==> config.mk <==
export PLATFORM = sky130hd
export DESIGN_NAME = rfttc_regs
export DESIGN_NICKNAME = d
export VERILOG_FILES = /design/src/rtl/rfttc_pkg.sv /design/src/rtl/rfttc_cal_ctrl.sv /design/src/rtl/rfttc_regs.sv
export SDC_FILE = /design/constraint.sdc
export NUM_CORES = 1
export LEC_CHECK = 0
export ABC_CLOCK_PERIOD_IN_PS = 870
export BUFFER_PORTS_ARGS = -buffer_cell sky130_fd_sc_hd__buf_2
export CORE_ASPECT_RATIO = 1.2
export CORE_UTILIZATION = 46
export DETAILED_ROUTE_END_ITERATION = 12
export PLACE_DENSITY = 0.74
export SETUP_SLACK_MARGIN = 0.2
export SLEW_MARGIN = 20
export SYNTH_ARGS = -nofsm -noshare
export SYNTH_HDL_FRONTEND = slang
export SYNTH_HIERARCHICAL = 1
export SYNTH_SLANG_ARGS = --single-unit
==> constraint.sdc <==
create_clock -name clk_in -period 0.87 [get_ports clk_in]
set_input_delay 0.0435 -clock clk_in [delete_from_list [all_inputs] [get_ports clk_in]]
set_output_delay 0.0435 -clock clk_in [all_outputs]
set_load 0.02 [all_outputs]
==> src/rtl/rfttc_pkg.sv <==
// Purpose: Shared constants and types for the receiver test control register bank.
// Assumes: One 50 MHz core clock; registers reached by the serial control core.
// Notes:   Offsets are the byte addresses seen by the serial control core.
package rfttc_pkg;

  localparam int unsigned ADDR_W = 8;
  localparam int unsigned DATA_W = 8;

  localparam logic [7:0] SYNTH_RX_TEST_ENABLES_OFS = 8'h38;
  localparam logic [7:0] FILTER_CAL_TEST_OFS       = 8'h39;
  localparam logic [7:0] XTAL_TEST_CONTROL_OFS     = 8'h3A;

  localparam logic [7:0] SYNTH_RX_TEST_ENABLES_RST = 8'h00;
  localparam logic [7:0] FILTER_CAL_TEST_RST       = 8'h00;
  localparam logic [7:0] XTAL_TEST_CONTROL_RST     = 8'h00;
  localparam logic [7:0] UNMAPPED_READ_VAL         = 8'h00;

  // Bits 3 and 0 of the synthesizer register are reserved.
  localparam logic [7:0] SYNTH_WRITE_MASK = 8'hF6;

  localparam int unsigned SYN_OSC_BIT    = 7;
  localparam int unsigned SYN_DIV_BIT    = 6;
  localparam int unsigned SYN_PHASE_BIT  = 5;
  localparam int unsigned SYN_CLK_BIT    = 4;
  localparam int unsigned SYN_VREF_BIT   = 2;
  localparam int unsigned SYN_RX_BIT     = 1;

  localparam int unsigned CAL_TRIG_BIT    = 7;
  localparam int unsigned CAL_INHIBIT_BIT = 6;
  localparam int unsigned CAL_ADJ_MSB     = 5;
  localparam int unsigned CAL_ADJ_LSB     = 4;
  localparam int unsigned CAL_MAN_MSB     = 3;
  localparam int unsigned CAL_MAN_LSB     = 0;

  localparam int unsigned XO_LEVEL_MSB    = 7;
  localparam int unsigned XO_LEVEL_LSB    = 5;
  localparam int unsigned XO_SINK_BIT     = 4;
  localparam int unsigned XO_OFFS_EN_BIT  = 3;
  localparam int unsigned XO_KICK_BIT     = 2;
  localparam int unsigned XO_DET_BIT      = 1;
  localparam int unsigned XO_BIAS_BIT     = 0;

  // Resistance reference shift in tenths of a percent, signed.
  localparam logic signed [7:0] R_SHIFT_NONE = 8'sh00;
  localparam logic signed [7:0] R_SHIFT_P125 = 8'sh7D;
  localparam logic signed [7:0] R_SHIFT_M62  = 8'shC2;
  localparam logic signed [7:0] R_SHIFT_M41  = 8'shD7;

  typedef enum logic [1:0] {
    RFTTC_ADJ_NONE = 2'b00,
    RFTTC_ADJ_P125 = 2'b01,
    RFTTC_ADJ_M62  = 2'b10,
    RFTTC_ADJ_M41  = 2'b11
  } rfttc_adjust_t;

  typedef struct packed {
    logic controlled_osc_enable;
    logic divider_enable;
    logic phase_detect_enable;
    logic synth_clock_enable;
    logic reference_voltage_enable;
    logic receiver_enable;
  } rfttc_synth_en_t;

  typedef struct packed {
    logic [2:0] xtal_offset_level;
    logic       xtal_offset_sink;
    logic       xtal_offset_source;
    logic       xtal_offset_enable;
    logic       xtal_kick_disable;
    logic       xtal_detector_disable;
    logic       xtal_bias_disable;
  } rfttc_xtal_ctl_t;

endpackage : rfttc_pkg

==> src/rtl/rfttc_cal_ctrl.sv <==
// Purpose: Filter RC calibration request and reference shift for the test bank.
// Assumes: Write strobe and data come from the core clock domain.
// Notes:   Start pulse lasts one cycle; the shift output is registered.
`timescale 1ns/100ps
module rfttc_cal_ctrl (
  input  wire logic              clk_in,
  input  wire logic              reset_n_in,
  input  wire logic              cal_wr_in,
  input  wire logic [7:0]        cal_data_in,
  output logic                   cal_start_out,
  output logic signed [7:0]      r_shift_out
);

  rfttc_pkg::rfttc_adjust_t adj;
  logic signed [7:0]        shift_d;

  assign adj = rfttc_pkg::rfttc_adjust_t'(cal_data_in[rfttc_pkg::CAL_ADJ_MSB:rfttc_pkg::CAL_ADJ_LSB]);

  always_comb begin
    case (adj)
      rfttc_pkg::RFTTC_ADJ_NONE: shift_d = rfttc_pkg::R_SHIFT_NONE;
      rfttc_pkg::RFTTC_ADJ_P125: shift_d = rfttc_pkg::R_SHIFT_P125;
      rfttc_pkg::RFTTC_ADJ_M62:  shift_d = rfttc_pkg::R_SHIFT_M62;
      default:                   shift_d = rfttc_pkg::R_SHIFT_M41;
    endcase
  end

  // A request carrying the inhibit bit in the same write is also blocked.
  always_ff @(posedge clk_in or negedge reset_n_in) begin
    if (!reset_n_in) begin
      cal_start_out <= 1'b0;
    end else begin
      cal_start_out <= cal_wr_in && cal_data_in[rfttc_pkg::CAL_TRIG_BIT]
                       && !cal_data_in[rfttc_pkg::CAL_INHIBIT_BIT];
    end
  end

  always_ff @(posedge clk_in or negedge reset_n_in) begin
    if (!reset_n_in) begin
      r_shift_out <= rfttc_pkg::R_SHIFT_NONE;
    end else if (cal_wr_in) begin
      r_shift_out <= shift_d;
    end
  end
endmodule : rfttc_cal_ctrl

==> src/rtl/rfttc_regs.sv <==
// Purpose: Test control register bank for synthesizer, filter calibration and crystal oscillator.
// Assumes: The serial control core presents one-cycle read and write strobes on clk_in.
// Notes:   Read data appears one cycle after the read strobe; unmapped reads return zero.
`timescale 1ns/100ps
module rfttc_regs (
  input  wire logic                          clk_in,
  input  wire logic                          reset_n_in,
  input  wire logic [rfttc_pkg::ADDR_W-1:0]  addr_in,
  input  wire logic                          wr_en_in,
  input  wire logic                          rd_en_in,
  input  wire logic [rfttc_pkg::DATA_W-1:0]  wr_data_in,
  output logic      [rfttc_pkg::DATA_W-1:0]  rd_data_out,
  output rfttc_pkg::rfttc_synth_en_t         synth_en_out,
  output logic                               filter_cal_start_out,
  output logic                               filter_cal_inhibit_out,
  output logic signed [7:0]                  filter_cal_r_shift_out,
  output logic      [3:0]                    filter_cal_result_out,
  output rfttc_pkg::rfttc_xtal_ctl_t         xtal_ctl_out
);

  logic [7:0] synth_q;
  logic [7:0] cal_q;
  logic [7:0] xtal_q;
  logic       sel_synth;
  logic       sel_cal;
  logic       sel_xtal;
  logic [7:0] rd_data_d;

  always_comb begin
    sel_synth = 1'b0;
    sel_cal   = 1'b0;
    sel_xtal  = 1'b0;
    if (addr_in == rfttc_pkg::SYNTH_RX_TEST_ENABLES_OFS) begin
      sel_synth = 1'b1;
    end else if (addr_in == rfttc_pkg::FILTER_CAL_TEST_OFS) begin
      sel_cal = 1'b1;
    end else if (addr_in == rfttc_pkg::XTAL_TEST_CONTROL_OFS) begin
      sel_xtal = 1'b1;
    end
  end

  // Reserved positions are masked on write so they can never reach a block.
  always_ff @(posedge clk_in or negedge reset_n_in) begin
    if (!reset_n_in) begin
      synth_q <= rfttc_pkg::SYNTH_RX_TEST_ENABLES_RST;
    end else if (wr_en_in && sel_synth) begin
      synth_q <= wr_data_in & rfttc_pkg::SYNTH_WRITE_MASK;
    end
  end

  // The manual value is undefined after reset by nature; it is cleared here for determinism.
  always_ff @(posedge clk_in or negedge reset_n_in) begin
    if (!reset_n_in) begin
      cal_q <= rfttc_pkg::FILTER_CAL_TEST_RST;
    end else if (wr_en_in && sel_cal) begin
      cal_q <= wr_data_in;
    end
  end

  always_ff @(posedge clk_in or negedge reset_n_in) begin
    if (!reset_n_in) begin
      xtal_q <= rfttc_pkg::XTAL_TEST_CONTROL_RST;
    end else if (wr_en_in && sel_xtal) begin
      xtal_q <= wr_data_in;
    end
  end

  always_comb begin
    rd_data_d = rfttc_pkg::UNMAPPED_READ_VAL;
    if (sel_synth) begin
      rd_data_d = synth_q;
    end else if (sel_cal) begin
      rd_data_d = cal_q;
    end else if (sel_xtal) begin
      rd_data_d = xtal_q;
    end
  end

  always_ff @(posedge clk_in or negedge reset_n_in) begin
    if (!reset_n_in) begin
      rd_data_out <= rfttc_pkg::UNMAPPED_READ_VAL;
    end else if (rd_en_in) begin
      rd_data_out <= rd_data_d;
    end
  end

  // Enable outputs are registered copies so every output leaves a flip-flop.
  always_ff @(posedge clk_in or negedge reset_n_in) begin
    if (!reset_n_in) begin
      synth_en_out <= '0;
    end else begin
      synth_en_out.controlled_osc_enable    <= synth_q[rfttc_pkg::SYN_OSC_BIT];
      synth_en_out.divider_enable           <= synth_q[rfttc_pkg::SYN_DIV_BIT];
      synth_en_out.phase_detect_enable      <= synth_q[rfttc_pkg::SYN_PHASE_BIT];
      synth_en_out.synth_clock_enable       <= synth_q[rfttc_pkg::SYN_CLK_BIT];
      synth_en_out.reference_voltage_enable <= synth_q[rfttc_pkg::SYN_VREF_BIT];
      synth_en_out.receiver_enable          <= synth_q[rfttc_pkg::SYN_RX_BIT];
    end
  end

  always_ff @(posedge clk_in or negedge reset_n_in) begin
    if (!reset_n_in) begin
      filter_cal_inhibit_out <= 1'b0;
      filter_cal_result_out  <= 4'h0;
    end else begin
      filter_cal_inhibit_out <= cal_q[rfttc_pkg::CAL_INHIBIT_BIT];
      filter_cal_result_out  <= cal_q[rfttc_pkg::CAL_MAN_MSB:rfttc_pkg::CAL_MAN_LSB];
    end
  end

  rfttc_cal_ctrl u_cal_ctrl (
    .clk_in        (clk_in),
    .reset_n_in    (reset_n_in),
    .cal_wr_in     (wr_en_in && sel_cal),
    .cal_data_in   (wr_data_in),
    .cal_start_out (filter_cal_start_out),
    .r_shift_out   (filter_cal_r_shift_out)
  );

  // Sink and source are qualified by the enable, so a stray sink bit alone does nothing.
  always_ff @(posedge clk_in or negedge reset_n_in) begin
    if (!reset_n_in) begin
      xtal_ctl_out <= '0;
    end else begin
      xtal_ctl_out.xtal_offset_level     <= xtal_q[rfttc_pkg::XO_LEVEL_MSB:rfttc_pkg::XO_LEVEL_LSB];
      xtal_ctl_out.xtal_offset_sink      <= xtal_q[rfttc_pkg::XO_OFFS_EN_BIT] && xtal_q[rfttc_pkg::XO_SINK_BIT];
      xtal_ctl_out.xtal_offset_source    <= xtal_q[rfttc_pkg::XO_OFFS_EN_BIT] && !xtal_q[rfttc_pkg::XO_SINK_BIT];
      xtal_ctl_out.xtal_offset_enable    <= xtal_q[rfttc_pkg::XO_OFFS_EN_BIT];
      xtal_ctl_out.xtal_kick_disable     <= xtal_q[rfttc_pkg::XO_KICK_BIT];
      xtal_ctl_out.xtal_detector_disable <= xtal_q[rfttc_pkg::XO_DET_BIT];
      xtal_ctl_out.xtal_bias_disable     <= xtal_q[rfttc_pkg::XO_BIAS_BIT];
    end
  end
endmodule : rfttc_regs

==> impl_results.rst, run 1 <==
.. list-table::
   :header-rows: 1

   * - Metric
     - Value
   * - Unrepaired setup endpoints after global routing
     - true
   * - Area of the core
     - 4330 um^2
   * - TritonRoute pass-1 iters
     - 4
   * - Later-pin clock latency in the skew report
     - 300 ps
   * - Hold_buf cts
     - 3
   * - Total inserted antenna cells
     - 0
   * - Cell-by-cell trace of the critical path
     - buf_6, and4bb_4, nand2_4, nor2_4, mux2_4
   * - Endpoint class of the critical path
     - register
   * - Clock Root Buffer
     - sky130_fd_sc_hd__clkbuf_8
   * - Final Hold Fails
     - 1
   * - Die area
     - 4830 um^2
   * - Per-cell via count in the routed design
     - 5.16
   * - Number of global-route vias before repair
     - 1561
   * - Min setup slack post-route
     - -104 ps
   * - Die outline height
     - approximately 76 um
   * - Sum of net half-perimeters after detailed placement
     - 3230 um
   * - Violations in the final reports
     - negative hold slack, negative setup slack
   * - Headroom to the max-slew limit
     - 0.762
   * - Post-DRT Antenna Nets
     - 0
   * - Horiz. Die Dim
     - 63.6 um
   * - Register area
     - 1380 um^2
   * - Initial antenna violation count
     - 0
   * - Clock tree from TritonCTS
     - yes
   * - Number of I/O port buffers
     - 56
   * - Capture point of the worst reg-to-reg path
     - rd_data_out[4]
   * - Maximum number of buffers from clock root to sink
     - 2
   * - Clock edge transition at the registers on the reported setup and hold paths
     - 90 ps
   * - Post-Syn Area
     - 2100 um^2
   * - Global placer's final weighted congestion
     - 0.736
   * - Final period util
     - 1.12
   * - Worst R2R Path Depth
     - 3
   * - Count of flip-flops with a built-in enable after synthesis
     - 0
   * - Share of synthesized registers carrying an async set or reset
     - 1.00
   * - Most used flip-flop cell after synthesis
     - sky130_fd_sc_hd__dfrtp_1
   * - Startpoint of the most critical hold path
     - wr_data_in[3]
   * - Number of inserted filler cells in the final layout
     - between 200 and 300
   * - Synth-to-Final Area Change
     - 52.7%
   * - Fraction of layout instances using a drive strength above 1
     - 0.629
   * - Worst-path fanout max
     - 5
   * - Setup TNS
     - -1730 ps
   * - Syn Area/Cell
     - roughly 15 um^2
   * - Total via count in the routed design
     - approximately 1500
   * - Leak Pwr
     - 0.00160 uW
   * - Worst Hold End
     - cal_q[3]
   * - Sequential area share after synthesis
     - 0.656
   * - Detailed-route wire length
     - approximately 5100 um
   * - Deepest level of the CTS H-tree
     - 2
   * - Max-slew violation count
     - 0
   * - Crit path launch type
     - input pin
   * - Highest clock rate
     - 1030 MHz
   * - Finished Layout Cells
     - 288
   * - Global-route usage over all layers
     - 0.219
   * - WL per Instance
     - 17.6 um
   * - Total gr overflow
     - 0
   * - TritonCTS buffer count
     - 5
   * - Iter 0 DRT Violations
     - 63
   * - MaxCap Viol Count
     - 0
   * - Number of nets produced by synthesis
     - 160
   * - Slew at the pin closest to its max-slew limit
     - 356 ps
   * - Highest cell delay on the worst timing path
     - 420 ps
   * - Footprint of the multi-input gates
     - 810 um^2
   * - Startpoint-to-endpoint class of the critical path
     - input pin to register
   * - Synthesized instance count
     - 140
   * - Post-detailed-route DRC marker count
     - 0
   * - Effective utilization at floorplan
     - 0.485
   * - Final clock skew
     - roughly 4.8 ps
   * - Core occupancy in the finished layout
     - 0.740
   * - Fin nets
     - 251
   * - Arrival time at the worst endpoint
     - 1170 ps
   * - Cells after DPL
     - 259
   * - Number of cell rows
     - 26
   * - Yosys warnings
     - 6
   * - Final worst hold slack
     - -3.63 ps
   * - Final Critical Period
     - 974 ps
   * - Ratio of total power to cell area
     - around 1600 nW/um^2
   * - Clock Sink Count
     - 55
   * - Outcome
     - complete, but fails checks
   * - Total of flip-flops plus latches after synthesis
     - 55
   * - VDD IR-drop max
     - 1.40 mV
   * - Data required time at the worst endpoint
     - 1060 ps
   * - Startpoint of the most critical register-to-register path
     - xtal_q[4]
   * - Post-synth cell types
     - 25
   * - Tightest Hold Check Type
     - input pin to register
   * - Cell at the slowest stage of the critical path
     - sky130_fd_sc_hd__and4bb_4
   * - Setup slack on the worst flop-to-flop path
     - -30 ps
   * - Endpoints failing setup
     - 52
   * - Hold depth
     - 2
   * - Worst setup timing slack at the placement stage
     - -421 ps
   * - Wire length of the first global-routing pass
     - 7890 um
   * - I/O pin cnt
     - 57
   * - Largest net degree at the start of global routing
     - 56
[worst max path at each step]
| stage | start | end | slack (ps) | depth (start not counted) |
|---|---|---|---|---|
| 3_5_place_dp | addr_in[7] | u_cal_ctrl/r_shift_out[1] | -420 | 5 |
| 6_report | addr_in[7] | u_cal_ctrl/r_shift_out[1] | -100 | 5 |
| 2_1_floorplan | addr_in[7] | u_cal_ctrl/r_shift_out[1] | -230 | 4 |
| 4_1_cts | addr_in[7] | u_cal_ctrl/r_shift_out[1] | -80 | 5 |
| 5_1_grt | addr_in[7] | u_cal_ctrl/r_shift_out[5] | -130 | 7 |
| 3_3_place_gp | addr_in[7] | u_cal_ctrl/r_shift_out[1] | -390 | 5 |
[cells in the mapped netlist (all sizes together), types with 2 or more instances]
cell type / count / area [um^2]
and2b: 2 / 15.0
inv: 2 / 7.51
nor2: 5 / 18.8
buf: 5 / 35.0
a22oi: 2 / 15.0
nand2b: 6 / 37.5
nor2b: 8 / 50.1
mux2: 24 / 270
o31ai: 2 / 15.0
dfrtp: 55 / 1380
o2bb2ai: 6 / 52.6
nand2: 5 / 18.8
o221ai: 6 / 58.8
nand4: 3 / 63.8
[registers in the layout, summed over array words and instances, names as in the netlist, 4 cells and up]
register,count
rd_data_out,8
cal_q,8
synth_en_out,6
filter_cal_result_out,4
u_cal_ctrl/r_shift_out,4
synth_q,6
xtal_q,8
xtal_ctl_out,9
[layout by cell type, fill, tap and decap left out, types with 4 or more instances in the layout]
cell type | netlist | routed
sky130_fd_sc_hd__clkbuf_8 | 0 | 6
sky130_fd_sc_hd__nor2_1 | 5 | 4
sky130_fd_sc_hd__o221ai_2 | 1 | 6
sky130_fd_sc_hd__buf_2 | 1 | 18
sky130_fd_sc_hd__nand2_1 | 5 | 4
sky130_fd_sc_hd__o2bb2ai_1 | 6 | 6
sky130_fd_sc_hd__nor2b_4 | 0 | 5
sky130_fd_sc_hd__buf_6 | 0 | 44
sky130_fd_sc_hd__dfrtp_1 | 55 | 54
sky130_fd_sc_hd__buf_4 | 4 | 24
sky130_fd_sc_hd__mux2_4 | 0 | 4
sky130_fd_sc_hd__nand2b_1 | 6 | 6
sky130_fd_sc_hd__mux2_2 | 24 | 20
[per-stage QoR]
stage	instance area [um^2]	power, uW
2_1_floorplan	2160	3010
3_3_place_gp	2580	3240
3_5_place_dp	2580	3260
4_1_cts	3100	5100
5_1_grt	3200	5280
6_report	3200	5110
[power by group]
part / internal, uW / leakage [uW] / switching, uW / total, uW
sequential: 2660 / 0.000754 / 79.7 / 2740
clock: 932 / 0.0000612 / 788 / 1720
combinational: 335 / 0.000790 / 322 / 657
total: 3920 / 0.00160 / 1190 / 5110
[kinds of logic (layout without fill, tap and decap cells)]
family                 Yosys count  in the layout  share of synthesized area
muxes                           24             24                      0.129
buffers and inverters            9            101                     0.0239
and+or+nand+nor                 34             34                      0.119
AOI/OAI and AO/OA               18             18                     0.0722
DFF                             55             55                      0.656
[cell type report]
class,count,share of cell area
Inverter,3,0.00352
Clock inverter,2,0.0109
Clock buffer,6,0.0258
Timing Repair Buffer,90,0.255
Sequential cell,55,0.430
Multi-Input combinational cell,76,0.253
Tap cell,56,0.0219
[routing by layer]
metal / vias to the layer above / GRT usage / share of wire
met4: 0 / 0.0886 / 0.029
met5: - / 0 / 0
met1: 748 / 0.267 / 0.40
met2: 49 / 0.370 / 0.53
li1: 674 / - / -
met3: 14 / 0.0482 / 0.036
[critical path: cells and delay by family]
kind                   cells  cell delay [ps]
buffers and inverters      1               90
multiplexers               1              330
AND/OR/NAND/NOR            3              710
[what timing repair did]
item | in CTS | in global routing
resized for setup | 86 | 16
hold endpoints to repair | 57 | 3
setup buffers | 12 | 6
pin swaps | 9 | 4
endpoints found under the setup margin | 74 | 75
Note: power is estimated with default switching activity, not from simulation.
==> inputs of run 2 (changes only) <==
- HOLD_SLACK_MARGIN: default -> 0.12
==> run 2 against run 1 <==
Effect of this change: the flow finishes with violations (negative setup slack); register-to-register slack hardly changed; worst hold slack improved by 7.2 ps; cell count shrank 0.35%; wire length down 1.8%; design area shrank 0.31%; sequential cell count is the same; critical endpoint unchanged; largest power group unchanged.
==> impl_results.rst, run 2 (synthesized netlist as in run 1, its figures left out) <==
.. list-table::
   :header-rows: 1

   * - Metric
     - Value
   * - Outcome
     - complete, but fails checks
   * - Violations in the final reports
     - negative setup slack
   * - Gate family responsible for the most delay along the worst path
     - simple AND/OR/NAND/NOR gates
   * - Cell-by-cell trace of the critical path
     - buf_6, and4bb_4, nand2_4, nor2_4, mux2_4
   * - Headroom to the max-slew limit
     - 0.761 (about the same)
   * - Finished Layout Cells
     - 287 (-0.35%)
   * - Number of global-route vias before repair
     - 1555 (-0.38%)
   * - Area of the core
     - 4330 um^2 (unchanged)
   * - Crit path launch type
     - input pin
   * - Number of I/O port buffers
     - 56 (unchanged)
   * - Final Critical Period
     - 959 ps (-14.6 ps)
   * - Setup TNS
     - -1500 ps (+235 ps)
   * - Unrepaired setup endpoints after global routing
     - true
   * - Number of inserted filler cells in the final layout
     - 278 (+2.6%)
   * - VDD IR-drop max
     - 1.39 mV (-0.66%)
   * - Leak Pwr
     - 0.00160 uW (-0.26%)
   * - Wire length of the first global-routing pass
     - 7880 um (about the same)
   * - Final period util
     - 1.10 (-0.0168)
   * - Stages on the worst setup path
     - 5 (unchanged)
   * - Commonest non-fill, non-tap cell in the layout
     - sky130_fd_sc_hd__dfrtp_1
   * - Setup slack on the worst flop-to-flop path
     - -30 ps (about the same)
   * - WL per Instance
     - 17.3 um (-1.4%)
   * - Endpoints failing setup
     - 48 (-7.7%)
   * - Clock Root Buffer
     - sky130_fd_sc_hd__clkbuf_8
   * - Later-pin clock latency in the skew report
     - 300 ps (about the same)
   * - Final Hold Fails
     - 0 (-1)
   * - Slew at the pin closest to its max-slew limit
     - 357 ps (+0.926 ps)
   * - Max reg flops
     - 9 (unchanged)
   * - Min setup slack post-route
     - -88.9 ps (+14.6 ps)
   * - Final worst hold slack
     - 3.57 ps (+7.21 ps)
   * - I/O pin cnt
     - 57 (unchanged)
   * - Fin nets
     - 250 (-0.40%)
   * - Buffers & Inverters on Critical Path
     - 1 (unchanged)
   * - Max-slew violation count
     - 0 (unchanged)
   * - Highest clock rate
     - 1040 MHz (+1.5%)
   * - Total gr overflow
     - 0 (unchanged)
   * - Largest register by flop count
     - xtal_ctl_out
   * - Hold_buf cts
     - 2 (-1)
   * - Start point of the critical path
     - addr_in[7]
   * - Worst-path fanout max
     - 5 (unchanged)
   * - Most frequent cells in the layout
     - sky130_fd_sc_hd__dfrtp_1, sky130_fd_sc_hd__buf_6, sky130_fd_sc_hd__buf_4
   * - Placed cell areas
     - 2580 um^2 (unchanged)
   * - MaxCap Viol Count
     - 0 (unchanged)
   * - Number of cell rows
     - 26 (unchanged)
   * - Non-Filler Cell Area, Final
     - 3190 um^2 (-0.31%)
   * - Arrival time at the worst endpoint
     - 1150 ps (-20 ps)
   * - Data required time at the worst endpoint
     - 1060 ps (about the same)
   * - Die outline height
     - 76.0 um (unchanged)
   * - TritonRoute pass-1 iters
     - 4 (unchanged)
   * - Synth-to-Final Area Change
     - 52.2%
   * - Capture point of the worst reg-to-reg path
     - rd_data_out[4]
   * - TritonCTS buffer count
     - 5 (unchanged)
   * - Ratio of total power to cell area
     - 1600 nW/um^2 (about the same)
   * - Cell at the slowest stage of the critical path
     - sky130_fd_sc_hd__and4bb_4
   * - Startpoint-to-endpoint class of the critical path
     - input pin to register
   * - Global placer's final weighted congestion
     - 0.736 (unchanged)
   * - Total via count in the routed design
     - 1490 (+0.34%)
   * - Deepest level of the CTS H-tree
     - 2 (unchanged)
   * - Iter 0 DRT Violations
     - 44 (-30%)
   * - Largest net degree at the start of global routing
     - 56 (unchanged)
   * - Die area
     - 4830 um^2 (unchanged)
   * - Total inserted antenna cells
     - 0 (unchanged)
   * - Maximum number of buffers from clock root to sink
     - 2 (unchanged)
   * - Highest cell delay on the worst timing path
     - 420 ps (about the same)
   * - Worst R2R Path Depth
     - 3 (unchanged)
   * - Cells after DPL
     - 259 (unchanged)
   * - Clock Sink Count
     - 55 (unchanged)
   * - Clock edge transition at the registers on the reported setup and hold paths
     - 90 ps (about the same)
   * - Endpoint class of the critical path
     - register
   * - Startpoint of the most critical register-to-register path
     - xtal_q[4]
   * - Destination of the critical timing path
     - u_cal_ctrl/r_shift_out[1]
   * - Clock tree from TritonCTS
     - yes
   * - Effective utilization at floorplan
     - 0.485 (unchanged)
   * - Global-route usage over all layers
     - 0.218 (-0.000321)
   * - Sum of net half-perimeters after detailed placement
     - 3230 um (unchanged)
   * - Horiz. Die Dim
     - 63.6 um (unchanged)
   * - Tightest Hold Check Type
     - input pin to register
   * - Post-DRT Antenna Nets
     - 0 (unchanged)
   * - Fraction of layout instances using a drive strength above 1
     - 0.632 (+0.00272)
   * - Detailed-route wire length
     - 4970 um (-1.8%)
   * - Post-detailed-route DRC marker count
     - 0 (unchanged)
   * - Initial antenna violation count
     - 0 (unchanged)
   * - Final clock skew
     - 3.30 ps (-1.47 ps)
   * - Per-cell via count in the routed design
     - 5.19 (+0.69%)
[run 2: cell count changes in the layout (fill, tap and decap cells not counted), sizes merged]
cell,previous run,this run
dlygate4sd3,3,2
[run 2: how the worst min path moves through the flow]
stage / startpoint / endpoint / slack [ps] / cells past startpoint
CTS: wr_data_in[3] / cal_q[3] / -3 / 2
detailed placement: reset_n_in / rd_data_out[0] / 60 / 2
floorplan: reset_n_in / cal_q[0] / -250 / 0
global route: wr_data_in[3] / cal_q[3] / -6 / 2
global placement: reset_n_in / xtal_ctl_out[0] / 50 / 2
finish: wr_data_in[3] / cal_q[3] / 4 / 2
[run 2: repair_timing]
| action | CTS | global route |
|---|---|---|
| endpoints found under the setup margin | 74 | 75 |
| gates resized for setup | 86 | 16 |
| buffers inserted | 12 | 6 |
| endpoints found under the hold margin | 82 | 24 |
| pin swaps | 9 | 4 |
[run 2: routing by layer]
metal | routed length (um) | track usage
met4 | 97 | 0.0886
met3 | 227 | 0.0482
met2 | 2640 | 0.369
met1 | 2000 | 0.267
met5 | 0 | 0
[run 2: final cells by class]
class                           count  area (um^2)  share of cell area
Clock buffer                        6         82.6              0.0259
Clock inverter                      2         35.0              0.0110
Inverter                            3         11.3             0.00353
Multi-Input combinational cell     76          810               0.254
Sequential cell                    55         1380               0.432
Tap cell                           56         70.1              0.0220
Timing Repair Buffer               89          806               0.252
[run 2: power by group]
part           switching (uW)  internal (uW)  total, uW  leakage [uW]
clock                     777            932       1710     0.0000612
sequential               78.7           2660       2740      0.000754
combinational             320            332        653      0.000785
total                    1180           3920       5100       0.00160
[run 2: per-stage QoR]
step / setup slack, ps / power, uW / utilization
2_1_floorplan: -230 / 3010 / -
3_3_place_gp: -385 / 3240 / 0.596
3_5_place_dp: -421 / 3260 / 0.596
4_1_cts: -84.9 / 5090 / 0.714
5_1_grt: -118 / 5270 / 0.738
6_report: -88.9 / 5100 / 0.738
